**src/rtl/kfsd_pkg.sv**
```systemverilog
package kfsd_pkg;
    // Sample and key widths
    localparam int VID_W = 10;
    localparam int KEY_W = 10;
    localparam int NUM_IN = 8;
    localparam int NUM_OUT = 4;
    // Full-scale key (unity gain)
    localparam logic [KEY_W-1:0] KEY_FULL = 10'h3ff;
    // Pipeline depths
    localparam int MIX_LAT = 2;
    localparam int DIV_LAT = VID_W;
    // Reset values of per-input and per-output format settings (1 = unshaped)
    localparam logic IN_FMT_RST = 1'b1;
    localparam logic OUT_FMT_RST = 1'b0;
    typedef enum logic {KFSD_SHAPED, KFSD_UNSHAPED} kfsd_fmt_t;
endpackage : kfsd_pkg

```
**src/rtl/kfsd_unshape_if.sv**
```systemverilog
`timescale 1ns/10ps
interface kfsd_unshape_if #(parameter int VW = 10, parameter int KW = 10);
    logic inValid;
    logic enable;
    logic [VW-1:0] inFill;
    logic [KW-1:0] inKey;
    logic outValid;
    logic [VW-1:0] outFill;
    logic [KW-1:0] outKey;
    modport drv (output inValid, enable, inFill, inKey, input outValid, outFill, outKey);
    modport stage (input inValid, enable, inFill, inKey, output outValid, outFill, outKey);
endinterface : kfsd_unshape_if

```
**src/rtl/kfsd_keyer.sv**
```systemverilog
`timescale 1ns/10ps
// Behaviour
// RL1 - Key cuts a hole in background; fill goes into the hole.
// RL2 - Shaping multiplies fill by the same key cutting the hole.
// RL3 - Unshaping divides shaped video by its key.
// RL4 - Each video input holds its own shaped/unshaped setting.
// RL5 - Setting follows the input mapped to the preset bus crosspoint being keyed.
// RL6 - Shaped input bypasses the shaping multiplier.
// RL7 - Shaped fill is added directly to the holed background.
// RL8 - Unshaped input enables shaping before the add.
// RL9 - Setting applied literally; shaped fill marked unshaped is multiplied twice.
// RL10 - Outputs carry selectable unshaping stages dividing fill by key.
// RL11 - Operator picks unshaped for non-shaped sources and normal keys.
// RL12 - Shaped setting only for sources that truly output shaped fill.
// RL13 - Shaped fill source keeps fill time-aligned with its key.
// RL14 - Output format setting switches that output's unshaper on or off.
// RL15 - Composite = bg*(1-key) + fill term, fill term optionally key-shaped.
module kfsd_keyer
    import kfsd_pkg::*;
#(
    parameter int VW = VID_W,
    parameter int KW = KEY_W,
    parameter int NIN = NUM_IN,
    parameter int NOUT = NUM_OUT
) (
    // Clock and reset
    input wire logic clk,
    input wire logic srst,
    // Per-input format configuration (1 = unshaped)
    input wire logic cfgWrite,
    input wire logic [$clog2(NIN)-1:0] cfgInput,
    input wire logic cfgUnshaped,
    // Preset bus crosspoint selection of the keyed source
    input wire logic [$clog2(NIN)-1:0] presetBusSel,
    // Per-output format select (1 = unshaped)
    input wire logic [NOUT-1:0] outputFillFormatSelect,
    // Video samples
    input wire logic inValid,
    input wire logic [VW-1:0] fillIn,
    input wire logic [KW-1:0] keyIn,
    input wire logic [VW-1:0] bgIn,
    // Composite
    output logic compValid,
    output logic [VW-1:0] compOut,
    output logic [KW-1:0] compKey,
    // Output bus fills after unshaping
    output logic [NOUT-1:0] outValid,
    output logic [NOUT*VW-1:0] outFill,
    output logic [NOUT*KW-1:0] outKey,
    // Setting in effect for the current keyed source
    output logic activeUnshaped
);
    ////////////////////////////////////////////////////////////////////////
    // Elaboration checks
    // The full-scale key is a package constant, so the key width cannot float on its own
    if (KW != KEY_W) begin : g_bad_key_width
        $error("kfsd_keyer: key width differs from the full-scale key width");
    end
    // Normalisation below relies on full scale being all ones
    if (KEY_FULL != {KEY_W{1'b1}}) begin : g_bad_key_full
        $error("kfsd_keyer: full-scale key must be all ones");
    end
    if (VW < 2 || KW < 2) begin : g_bad_width
        $error("kfsd_keyer: sample and key widths must be at least two bits");
    end
    // Two folding steps only cover a sum no wider than twice the key width plus one
    if (VW > KW) begin : g_bad_ratio
        $error("kfsd_keyer: sample width may not exceed key width");
    end
    if (NIN < 2) begin : g_bad_inputs
        $error("kfsd_keyer: at least two video inputs are needed");
    end
    if (NOUT < 1) begin : g_bad_outputs
        $error("kfsd_keyer: at least one output bus is needed");
    end

    ////////////////////////////////////////////////////////////////////////
    // Per-input format table
    localparam int SELW = $clog2(NIN);
    logic inFmt_q [NIN];
    logic [NIN-1:0] cfgHit;

    // One write enable per entry; an index past the table writes nothing
    always_comb begin
        cfgHit = '0;
        for (int k = 0; k < NIN; k++) begin
            cfgHit[k] = cfgWrite && (cfgInput == SELW'(k));
        end
    end

    for (genvar k = 0; k < NIN; k++) begin : g_fmt
        always_ff @(posedge clk) begin
            if (srst) begin
                inFmt_q[k] <= IN_FMT_RST;
            end else if (cfgHit[k]) begin
                inFmt_q[k] <= cfgUnshaped; // see RL4
            end
        end
    end

    ////////////////////////////////////////////////////////////////////////
    // Setting of the keyed source
    logic shapeEn;

    // Looked up per sample, so a crosspoint change acts on the sample presented in the same cycle
    always_comb begin
        shapeEn = IN_FMT_RST;
        for (int k = 0; k < NIN; k++) begin
            if (presetBusSel == SELW'(k)) begin
                shapeEn = inFmt_q[k]; // see RL5
            end
        end
    end

    always_ff @(posedge clk) begin
        if (srst) begin
            activeUnshaped <= IN_FMT_RST;
        end else begin
            activeUnshaped <= shapeEn;
        end
    end

    ////////////////////////////////////////////////////////////////////////
    // Mix stage 1: products
    localparam int PW = VW + KW;
    logic s1Valid_q;
    logic [PW-1:0] bgProd_q;
    logic [PW-1:0] fillProd_q;
    logic [KW-1:0] s1Key_q;
    logic [KW-1:0] holeGain;
    logic [KW-1:0] fillGain;

    // Background keeps the complement of the key: the hole
    assign holeGain = KEY_FULL - keyIn; // see RL1
    // Shaping is a gain of key; a shaped input takes unity gain and skips it
    assign fillGain = shapeEn ? keyIn : KEY_FULL; // see RL2 see RL6 see RL8

    always_ff @(posedge clk) begin
        if (srst) begin
            s1Valid_q <= 1'b0;
        end else begin
            s1Valid_q <= inValid;
        end
    end

    // Fill and key are sampled together; the source must keep them aligned
    always_ff @(posedge clk) begin
        s1Key_q <= keyIn; // see RL13
    end

    always_ff @(posedge clk) begin
        bgProd_q <= PW'(bgIn) * PW'(holeGain); // see RL1
    end

    // Applied even if the fill was already shaped: the setting is obeyed literally
    always_ff @(posedge clk) begin
        fillProd_q <= PW'(fillIn) * PW'(fillGain); // see RL9
    end

    ////////////////////////////////////////////////////////////////////////
    // Mix stage 2: sum and normalise to full-scale key
    localparam int QW = PW + 1 - KW;
    logic [PW:0] sum;
    logic [QW-1:0] quoHi;
    logic [KW+1:0] remHi;
    logic [1:0] quoLo;
    logic [KW:0] remLo;
    logic roundUp;
    logic [PW:0] scaled;
    logic [VW-1:0] clipped;

    assign sum = (PW+1)'(bgProd_q) + (PW+1)'(fillProd_q); // see RL7 see RL15

    // Exact floor of sum over full scale without a divider: full scale is one below a power
    // of two, so folding the high part back into the remainder twice leaves one last step
    assign quoHi = sum[PW:KW];
    assign remHi = (KW+2)'(sum[KW-1:0]) + (KW+2)'(quoHi);
    assign quoLo = remHi[KW+1:KW];
    assign remLo = (KW+1)'(remHi[KW-1:0]) + (KW+1)'(quoLo);
    assign roundUp = (remLo >= (KW+1)'(KEY_FULL));
    assign scaled = (PW+1)'(quoHi) + (PW+1)'(quoLo) + (PW+1)'(roundUp);

    // Unshaped fill over a shaped edge can exceed white: clip
    always_comb begin
        if (scaled > (PW+1)'({VW{1'b1}})) begin
            clipped = '1;
        end else begin
            clipped = VW'(scaled);
        end
    end

    always_ff @(posedge clk) begin
        if (srst) begin
            compValid <= 1'b0;
        end else begin
            compValid <= s1Valid_q;
        end
    end

    always_ff @(posedge clk) begin
        if (srst) begin
            compOut <= '0;
            compKey <= '0;
        end else begin
            compOut <= clipped; // see RL1
            compKey <= s1Key_q;
        end
    end

    ////////////////////////////////////////////////////////////////////////
    // Output unshapers, one per output bus
    for (genvar o = 0; o < NOUT; o++) begin : g_out
        kfsd_unshape_if #(.VW(VW), .KW(KW)) ush();
        assign ush.inValid = compValid;
        assign ush.enable = outputFillFormatSelect[o]; // see RL14
        assign ush.inFill = compOut;
        assign ush.inKey = compKey;
        kfsd_unshaper #(.VW(VW), .KW(KW)) u_ush (
            .clk(clk),
            .srst(srst),
            .u(ush.stage)
        ); // see RL10
        assign outValid[o] = ush.outValid;
        assign outFill[o*VW +: VW] = ush.outFill;
        assign outKey[o*KW +: KW] = ush.outKey;
    end
endmodule : kfsd_keyer

```
**src/rtl/kfsd_unshaper.sv**
```systemverilog
`timescale 1ns/10ps
module kfsd_unshaper
    import kfsd_pkg::*;
#(
    parameter int VW = VID_W,
    parameter int KW = KEY_W
) (
    // Clock and reset
    input wire logic clk,
    input wire logic srst,
    // Stage data
    kfsd_unshape_if.stage u
);
    // Restoring divider, one quotient bit per stage; fill*full/key, clipped
    localparam int NW = VW + KW;
    // Unpacked so that every stage flop has a process of its own as sole driver
    logic vld [VW+1];
    logic en [VW+1];
    logic [NW-1:0] rem [VW+1];
    logic [VW-1:0] quo [VW+1];
    logic [KW-1:0] key [VW+1];
    logic [VW-1:0] raw [VW+1];

    always_comb begin
        rem[0] = NW'(u.inFill) * NW'(KEY_FULL);
        quo[0] = '0;
        key[0] = u.inKey;
        raw[0] = u.inFill;
        vld[0] = u.inValid;
        en[0] = u.enable;
    end

    for (genvar i = 0; i < VW; i++) begin : g_div
        localparam int SH = VW - 1 - i;
        logic [NW+VW-1:0] trial;
        logic fits;
        assign trial = (NW+VW)'(key[i]) << SH;
        assign fits = ((NW+VW)'(rem[i]) >= trial);
        always_ff @(posedge clk) begin
            if (srst) begin
                vld[i+1] <= 1'b0;
            end else begin
                vld[i+1] <= vld[i];
            end
        end
        always_ff @(posedge clk) begin
            en[i+1] <= en[i];
            key[i+1] <= key[i];
            raw[i+1] <= raw[i];
            rem[i+1] <= fits ? NW'((NW+VW)'(rem[i]) - trial) : rem[i];
            quo[i+1] <= {quo[i][VW-2:0], fits};
        end
    end

    logic [NW-1:0] leftover;
    logic clip;
    assign leftover = rem[VW];
    // Zero or tiny key overflows the quotient; saturate instead of wrapping
    assign clip = (key[VW] == '0) || (leftover >= NW'(key[VW]));

    always_ff @(posedge clk) begin
        if (srst) begin
            u.outValid <= 1'b0;
            u.outFill <= '0;
            u.outKey <= '0;
        end else begin
            u.outValid <= vld[VW];
            u.outKey <= key[VW];
            if (!en[VW]) begin
                u.outFill <= raw[VW]; // see RL14
            end else if (clip) begin
                u.outFill <= '1;
            end else begin
                u.outFill <= quo[VW]; // see RL3
            end
        end
    end
endmodule : kfsd_unshaper

```
**config.mk**
```make
export PLATFORM = sky130hd
export DESIGN_NAME = kfsd_keyer
export DESIGN_NICKNAME = d
export VERILOG_FILES = /design/src/rtl/kfsd_pkg.sv /design/src/rtl/kfsd_unshape_if.sv /design/src/rtl/kfsd_keyer.sv /design/src/rtl/kfsd_unshaper.sv
export SDC_FILE = /design/constraint.sdc
export NUM_CORES = 1
export LEC_CHECK = 0
export BUFFER_PORTS_ARGS = -buffer_cell sky130_fd_sc_hd__clkbuf_2
export CORE_ASPECT_RATIO = 0.9
export CORE_MARGIN = 5
export CORE_UTILIZATION = 45
export CTS_CLUSTER_DIAMETER = 50
export DETAILED_ROUTE_END_ITERATION = 8
export PLACE_DENSITY_LB_ADDON = 0.25
export SLEW_MARGIN = 20
export SYNTH_ARGS = -nofsm -noshare
export SYNTH_HDL_FRONTEND = slang
export SYNTH_HIERARCHICAL = 1
export SYNTH_SLANG_ARGS = --single-unit
export TNS_END_PERCENT = 100
```
**constraint.sdc**
```tcl
create_clock -name clk -period 22.7 [get_ports clk]
set_input_delay 3.405 -clock clk [delete_from_list [all_inputs] [get_ports clk]]
set_output_delay 3.405 -clock clk [all_outputs]
set_load 0.005 [all_outputs]
```
# --- After elaboration in Yosys (flattened, before gate mapping) ---
# Memory sizes are Yosys's and may differ from the RTL's.
# Index checks and enable logic that the tools add are counted.
word_totals:
  reg_bits: 629
  mem_bits_rw: 8
  out_inout_bits: 106
  wordCells: 230
  mem_count: 1
memory_table:
  columns: ["name", "depth", "width", "rd", "rd_ports_with_merged_regs", "write_ports", "line_no", "text"]
  rows:
  - ["inFmt_q", 8, 1, 8, 0, 8, "kfsd_keyer.sv:80", "logic inFmt_q [NIN];"]
op_classes:
  n_addsub: 16
  n_mul: 3
  magnitude_cmp: 13
  eq_ne: 14
  muxes: 59
  bitwise_logic: 8
  reduce_logical: 12
op_table:
  columns: ["operator", "count"]
  rows:
  - ["$mux 20", 10]
  - ["$mux 10", 7]
  - ["$mux 1", 42]
  - ["$ge 20x10->1", 2]
  - ["$mul 10x10->20", 2]
  - ["$eq 3x3->1 const B", 8]
  - ["$add 20x20->21", 1]
  - ["$ge 20x11->1", 1]
  - ["$ge 20x12->1", 1]
  - ["$ge 20x13->1", 1]
  - ["$ge 20x14->1", 1]
  - ["$ge 20x15->1", 1]
  - ["$ge 20x16->1", 1]
  - ["$ge 20x17->1", 1]
  - ["$ge 20x18->1", 1]
  - ["$ge 20x19->1", 1]
  - ["$mul 10x10->20 const B", 1]
  - ["$sub 20x10->20", 1]
  - ["$sub 20x11->20", 1]
  - ["$sub 20x12->20", 1]
  - ["$sub 20x13->20", 1]
  - ["$sub 20x14->20", 1]
  - ["$sub 20x15->20", 1]
  - ["$sub 20x16->20", 1]
  - ["17 further kinds", 36]

# --- Logic depth before layout (Yosys ltp) ---
# Gate-level depths: netlist (run 1).
depth:
  word_depth: 11
  ltp_mapped: 37
  ltp_nobuf: 37

# --- By module ---
# The synthesis (run 1) kept the hierarchy.
modules_own_cells:
  columns: ["module", "n_inst", "cells_per_inst", "area_each_um2", "seq_area_each_um2"]
  rows:
  - ["kfsd_unshaper at g_out[1].u_ush", 1, 1896, 19960.4, 9749.4]
  - ["kfsd_unshaper at g_out[2].u_ush", 1, 1910, 19708.9, 9749.4]
  - ["kfsd_unshaper at g_out[3].u_ush", 1, 1882, 19682.6, 9749.4]
  - ["kfsd_unshaper at g_out[0].u_ush", 1, 1848, 19521.2, 9749.4]
  - ["kfsd_keyer", 1, 1159, 10686.5, 1691.6]

# --- Worst setup path after synthesis (run 1) ---
# Ideal clock, no wire load.
synth_timing:
  path_kind: "input-to-reg"
  start: "in presetBusSel[0]"
  end: "reg fillProd_q[19]"
  t_arrival_ns: 9.198
  slack_ns: 13.382
  cell_stages: 24
  path_cell_list: "mux4_2 -> mux2i_1 -> clkbuf_1 -> or2_2 -> clkbuf_1 -> nand2_1 -> fa_1 -> inv_1 -> fa_1 -> ha_1 -> inv_1 -> fa_1 -> inv_1 -> fa_1 -> ha_1 -> or2_2 -> a21oi_1 -> inv_1 -> a31oi_1 -> a21oi_1 -> nor2b_1 -> a2111oi_0 -> a21oi_1 -> xnor2_1"
synth_via:
  elab_chain_len: 11
  word_cells_on_any_way: 18
  classes_between: "1 x mul; 7 x eq/ne; 9 x mux; 1 x reduce/logical"
synth_rtl:
  columns: ["item", "line_no", "text"]
  rows:
  - ["start: declaration", "kfsd_keyer.sv:34", "input wire logic [$clog2(NIN)-1:0] presetBusSel,"]
  - ["$logic_not 3->1", "kfsd_keyer.sv:109", "if (presetBusSel == SELW'(k)) begin"]
  - ["$mux 1 (7 in series)", "kfsd_keyer.sv:109", null]
  - ["$mux 1 *", "kfsd_keyer.sv:109", null]
  - ["$mux 10 *", "kfsd_keyer.sv:136", "assign fillGain = shapeEn ? keyIn : KEY_FULL;"]
  - ["$mul 10x10->20 *", "kfsd_keyer.sv:157", "fillProd_q <= PW'(fillIn) * PW'(fillGain);"]
  - ["end signal: assignment", "kfsd_keyer.sv:157", null]
  - ["end: declaration", "kfsd_keyer.sv:128", "logic [PW-1:0] fillProd_q;"]
# Mark *: on every way between the ends. The rest lies on a longest branch, timed or not.
# A chain may end at the register's enable or synchronous reset.

# --- Worst setup path in the final report (run 1) ---
# Ends and elaborated chain as after synthesis.

==> results of run 1 <==
## sequential cells by signal, indices dropped and copies added (netlist names), 4 cells and up
register and count:
g_out.u_ush/vld 40, fillProd_q 20, compKey 10, g_out.u_ush/key 40, g_out.u_ush/u.outFill 40, g_out.u_ush/quo 220, g_out.u_ush/leftover 80, g_out.u_ush/raw 400
g_out.u_ush/g_div.trial 360, g_out.u_ush/en 40, g_out.u_ush/u.outKey 40, inFmt_q 8, bgProd_q 20, s1Key_q 10, g_out.u_ush/rem 684, g_out.u_ush/u.outValid 4
compOut 10
## worst paths after layout
| path | from | end | slack (ns) | cells past startpoint |
|---|---|---|---|---|
| worst max-delay path | presetBusSel[0] | fillProd_q[19]$_DFF_P_ | 13.62 | 24 |
| worst min-delay path | g_out[1].u_ush/raw[87]$_DFF_P_ | g_out[1].u_ush/raw[77]$_DFF_P_ | 0.30 | 0 |
| worst max register to register | bgProd_q[0]$_DFF_P_ | compOut[7]$_SDFF_PP0_ | 14.69 | 35 |
| worst min register to register | g_out[1].u_ush/raw[87]$_DFF_P_ | g_out[1].u_ush/raw[77]$_DFF_P_ | 0.30 | 0 |
## worst register-to-register path, delay by kind of cell, from the launching register on
family	cells	cell delay, ns
adder cells (fa/ha/maj)	8	2.73
flip-flops	1	0.32
AO/OA/AOI/OAI	13	2.48
buffers and inverters	3	0.18
XOR/XNOR	2	0.43
AND/OR/NAND/NOR	9	1.79
## layout make-up
class	instances	area, um2	area share
clock inverter	107	1440	0.0143
antenna	4	10.0	0.0000994
inverter	1012	3800	0.0377
timing repair buffer	192	1070	0.0107
multi-input combinational	5514	44500	0.442
sequential	2029	40700	0.404
tap	2669	3340	0.0332
clock buffer	272	5760	0.0573
## logic make-up (layout without fill, tap and decap cells)
kind of cell,count (synthesis),count (layout),synth area share
other,0,4,0
DFF,2029,2029,0.454
muxes,192,192,0.0243
and+or+nand+nor,2143,2143,0.122
xor gates and xnor gates,589,589,0.0582
buffers and inverters,1152,1583,0.0490
AOI/OAI and AO/OA,1446,1446,0.103
adders and majority gates,1144,1144,0.189
## routing by layer
metal	part of all wire	vias up
li1	-	29700
met1	0.47	27500
met2	0.46	1060
met5	0	-
met4	0.029	0
met3	0.041	314
## cells in the final DEF (no fill, tap or decap), types with 115 or more instances in the layout
| master | synthesis | routed |
|---|---|---|
| dfxtp_1 | 2022 | 2016 |
| nor2_1 | 557 | 557 |
| inv_1 | 1001 | 1001 |
| nand2b_1 | 167 | 167 |
| o21a_1 | 121 | 121 |
| nor2b_1 | 231 | 231 |
| fa_1 | 349 | 349 |
| xnor2_1 | 315 | 315 |
| ha_1 | 795 | 795 |
| a21o_1 | 115 | 115 |
| o21ai_0 | 273 | 272 |
| xor2_1 | 271 | 271 |
| a21oi_1 | 418 | 418 |
| nor3_1 | 169 | 168 |
| clkbuf_2 | 1 | 149 |
| nand2_1 | 431 | 431 |
| clkbuf_16 | 0 | 206 |
## stage by stage
stage	cell area, um2	utilization
2_1_floorplan	89600	-
3_3_place_gp	93400	0.471
3_5_place_dp	93400	0.471
4_1_cts	101000	0.508
5_1_grt	101000	0.508
6_report	101000	0.508
==> flow_metrics.tcl, run 1 <==
set metrics [dict create \
    outcome "complete, no violations" \
    syn_avg_cell_area_um2 10.3 \
    cts_made_buffers 206 \
    fin_ws_ns 13.62 \
    clk_latency_ns 0.84 \
    fmax_mhz 110 \
    synth_top_area_share 0.452 \
    synth_edf_count 7 \
    fillers 17900 \
    timing.hold.ws_ns 0.298 \
    place_congestion 0.896 \
    rsz0062_at_grt "false" \
    synth_most_common_cell "dfxtp_1" \
    synth.distinct_cells 114 \
    vias_per_cell 4.97 \
    synth_seq_cells 2029 \
    areaGrowthSynthToFinish_pct 12.4 \
    netlist_area_um2 89600 \
    worstPathRequired_ns 23.36 \
    top_usage_layer "met2" \
    grt_util_met3 0.0247 \
    end_kind "register" \
    synth_top_cells_by_count "dfxtp_1, inv_1, ha_1" \
    post-route-drc-count 0 \
    tritoncts "yes" \
    clock_skew_ns 0.0650 \
    grt_pass1_vias 59100 \
    synth_area_leaders "dfxtp_1, ha_1, fa_1, inv_1, xnor2_1" \
    crit_type "input pin to register" \
    ys_warn_count 6 \
    synth_top_area_cell "dfxtp_1" \
    crit_path_max_fanout 12 \
    fin_nets 10100 \
    grt_usage 0.174 \
    cts_resized 0 \
    drtIter0Drc 3098 \
    maxCapViolations 0 \
    worst_setup_path_start_kind "input pin" \
    die-area_um2 208000 \
    dieWidth_um 480 \
    rows 155 \
    use_met2 0.288 \
    syn_nets 9884 \
    wire_per_inst_um 15.4 \
    start_util 0.452 \
    dieHeight_um 433 \
    pin_count 151 \
    critPathTopFamily "adder cells" \
    hold_path.class "register to register" \
    hold_viol 0 \
    io_buffers 150 \
    htreeDepth 4 \
    vias 58600 \
    cts-hold-fix-buffers 0 \
    cts.sinks 2029 \
    fin_crit_sh 0.400 \
    arrival_ns 9.74 \
    grt_use_met1 0.236 \
    dp_hpwl_um 138000 \
    critPathMaxStageDelay_ns 0.68 \
    ctsRootBufferMaster "clkbuf_16" \
    synthesis.instances 8695 \
    crit_buf_inv 6 \
    grt_first_pass_wirelength_um 300000 \
    cts_buffer_depth 3 \
    slowest_stage "a2111oi_0" \
    antenna_found_initial 12 \
    worst_pin_slew_ns 1.02 \
    grt-ovfl-total 0 \
    cts_setup_buffers 0 \
    period_needed_ns 9.08 \
    place_inst 11400 \
    async_reset_ff_frac 0 \
    core_area_um2 198000 \
    drv_slew 0 \
    layout-drive-gt1-share 0.0868 \
    fin_tns_setup_ns 0 \
    ant_nets 0 \
    routed_wl_um 181000 \
    synth_seq_area_share 0.454 \
    layout.cells.non_filler 11800 \
    setup_viol 0 \
    path_cells "clkbuf_2 -> mux4_2 -> mux2i_1 -> buf_4 -> or2_2 -> nand2_1 -> fa_1 -> inv_1 -> fa_1 -> ha_1 -> inv_1 -> fa_1 -> inv_1 -> fa_1 -> ha_1 -> or2_2 -> a21oi_1 -> inv_1 -> a31oi_1 -> a21oi_1 -> nor2b_1 -> a2111oi_0 -> a21oi_1 -> xnor2_1" \
    ys.flop_type "dfxtp_1" \
    grt_max_degree 95 \
    clk_pin_slew_ns 0.06 \
    relSlewSlack 0.316 \
    post-place-ws_ns 12.82 \
    dr.pass1.iters 6 \
]
Power of run 1 is left out: the tool's default activity adds up to more than one toggle a clock period on the data nets, which glitch-free logic cannot reach.
==> run 2, diff against run 1 <==
clock period = 7.5 ns   (was 22.7 ns; I/O delays follow)
==> run 2 against run 1 <==
Count of clock-buffer cells in the layout grew 13. Design area increased by 0.89%. Setup slack lost 13 ns. Sequential share of layout area down 0.35 points. Critical path depth is the same. Largest cell class unchanged.
==> flow_metrics.tcl, run 2 (same netlist as run 1, synthesis figures left out) <==
set metrics [dict create \
    fin_crit_sh 0.951 \
    outcome "complete, no violations" \
    antenna_found_initial 9 \
    period_needed_ns 7.13 \
    dieWidth_um 480 \
    clk_pin_slew_ns 0.06 \
    critPathMaxStageDelay_ns 0.56 \
    crit_type "register to register" \
    grt_max_degree 99 \
    dr.pass1.iters 5 \
    drtIter0Drc 3208 \
    hold_path.class "register to register" \
    ctsRootBufferMaster "clkbuf_16" \
    arrival_ns 7.82 \
    start_util 0.452 \
    dp_hpwl_um 142000 \
    fin_area_um2 102000 \
    cts_buffer_depth 3 \
    r2r-end "g_out[2].u_ush/rem[196]$_DFF_P_" \
    placed_area_um2 93900 \
    hp-start "g_out[1].u_ush/raw[34]$_DFF_P_" \
    dieHeight_um 433 \
    grt_first_pass_wirelength_um 307000 \
    fin_ws_ns 0.370 \
    end_kind "register" \
    r2r_slack_ns 0.37 \
    core_area_um2 198000 \
    fillers 17600 \
    holdPathStages 0 \
    worstPathRequired_ns 8.19 \
    relSlewSlack 0.286 \
    areaGrowthSynthToFinish_pct 13.4 \
    worst_pin_slew_ns 1.07 \
    die-area_um2 208000 \
    post-route-drc-count 0 \
    place_congestion 0.896 \
    worst_setup_path_start_kind "register" \
    fmax_mhz 140 \
    final_common_cell "dfxtp_1" \
    grt_pass1_vias 60400 \
    routed_wl_um 184000 \
    htreeDepth 4 \
    final_cell_mix "dfxtp_1, inv_1, ha_1, nor2_1, nand2_1" \
    layout-drive-gt1-share 0.0953 \
    maxCapViolations 0 \
    slowest_stage "fa_1" \
    path_cells "inv_1 -> fa_1 -> inv_1 -> fa_1 -> fa_1 -> fa_1 -> inv_1 -> fa_1 -> inv_1 -> ha_1 -> nand3_1 -> or4_1 -> and3_2 -> or3b_1 -> a21oi_1 -> nor3_1 -> ha_1 -> nand2_1 -> nor4_1 -> nand4_1 -> o41ai_4 -> nor2_4 -> nand2b_2 -> mux2_4" \
    grt_usage 0.178 \
    largest_reg_flops 684 \
    multi_input_area_um2 44600 \
    cts.sinks 2029 \
    clk_latency_ns 0.85 \
    r2r_cells 24 \
    register_area_um2 40700 \
    hold_viol 0 \
    top_register "g_out.u_ush/rem" \
    vias 58800 \
    drv_slew 0 \
    clock_skew_ns 0.0784 \
    fin_nets 10200 \
    pin_count 151 \
    crit_path_max_fanout 9 \
    tritoncts "yes" \
    fin_tns_setup_ns 0 \
    rows 155 \
    critPathLaunch "compOut[0]$_SDFF_PP0_" \
    crit_path_frequent_cell "fa_1" \
    setup_viol 0 \
    wire_per_inst_um 15.5 \
    cts_made_buffers 209 \
    post-place-ws_ns 0.123 \
    min_to "g_out[1].u_ush/raw[24]$_DFF_P_" \
    io_buffers 150 \
    vias_per_cell 4.95 \
    timing.hold.ws_ns 0.275 \
    ant_nets 0 \
    r2r-start "compOut[0]$_SDFF_PP0_" \
    grt-ovfl-total 0 \
]
run 2: changes by cell type in the layout (fill, tap and decap cells not counted), moves of 4 or more:
cell,delta
clkinvlp_4,-9
clkinv_16,+4
bufinv_16,+4
clkbuf_8,+5
clkbuf_1,+5
inv_6,+5
buf_4,+55
run 2: metrics by stage:
stage | std cells | utilization
floorplan | 8695 | -
global placement | 11500 | 0.474
detailed placement | 11500 | 0.474
CTS | 11900 | 0.512
global route | 11900 | 0.512
finish | 11900 | 0.512
run 2: area by class of cell:
class / count / area share
diodes: 3 / 0.0000739
clock buffers: 285 / 0.0583
clock inverters: 111 / 0.0163
inverters: 1012 / 0.0374
multi-input cells: 5514 / 0.439
flip-flops and latches: 2029 / 0.401
well taps: 2669 / 0.0329
repair buffers: 248 / 0.0148
run 2: how the worst max path moves through the flow:
stage	endpoint	depth (start not counted)
floorplan	g_out[3].u_ush/rem[190]$_DFF_P_	23
global placement	compOut[7]$_SDFF_PP0_	35
detailed placement	compOut[1]$_SDFF_PP0_	35
CTS	compOut[1]$_SDFF_PP0_	35
global route	compOut[8]$_SDFF_PP0_	36
finish	g_out[2].u_ush/rem[196]$_DFF_P_	24
run 2: repair_timing:
action / in CTS / in global routing
hold buffers: 0 / 0
endpoints found under the hold margin: 0 / 0
setup buffers: 0 / 2
setup endpoints to repair: 0 / 46
gates resized for setup: 0 / 23
run 2: worst max-delay path: cells and delay by family (launching register included):
family | cells | cell delay [ns]
fa+ha+maj | 7 | 3.15
simple gates | 10 | 2.22
buf+inv | 4 | 0.31
flops | 1 | 0.52
mux | 1 | 0.33
compound gates | 2 | 0.49
run 2: layer usage:
metal / up-vias / share of wire / wire length [um] / GRT usage
met5: - / 0 / 0 / 0
met4: 0 / 0.033 / 6100 / 0.0631
met3: 362 / 0.039 / 7120 / 0.0275
met2: 1123 / 0.46 / 84800 / 0.299
met1: 27500 / 0.47 / 85700 / 0.235
li1: 29800 / - / - / -
Power of run 2 is left out for the same reason.
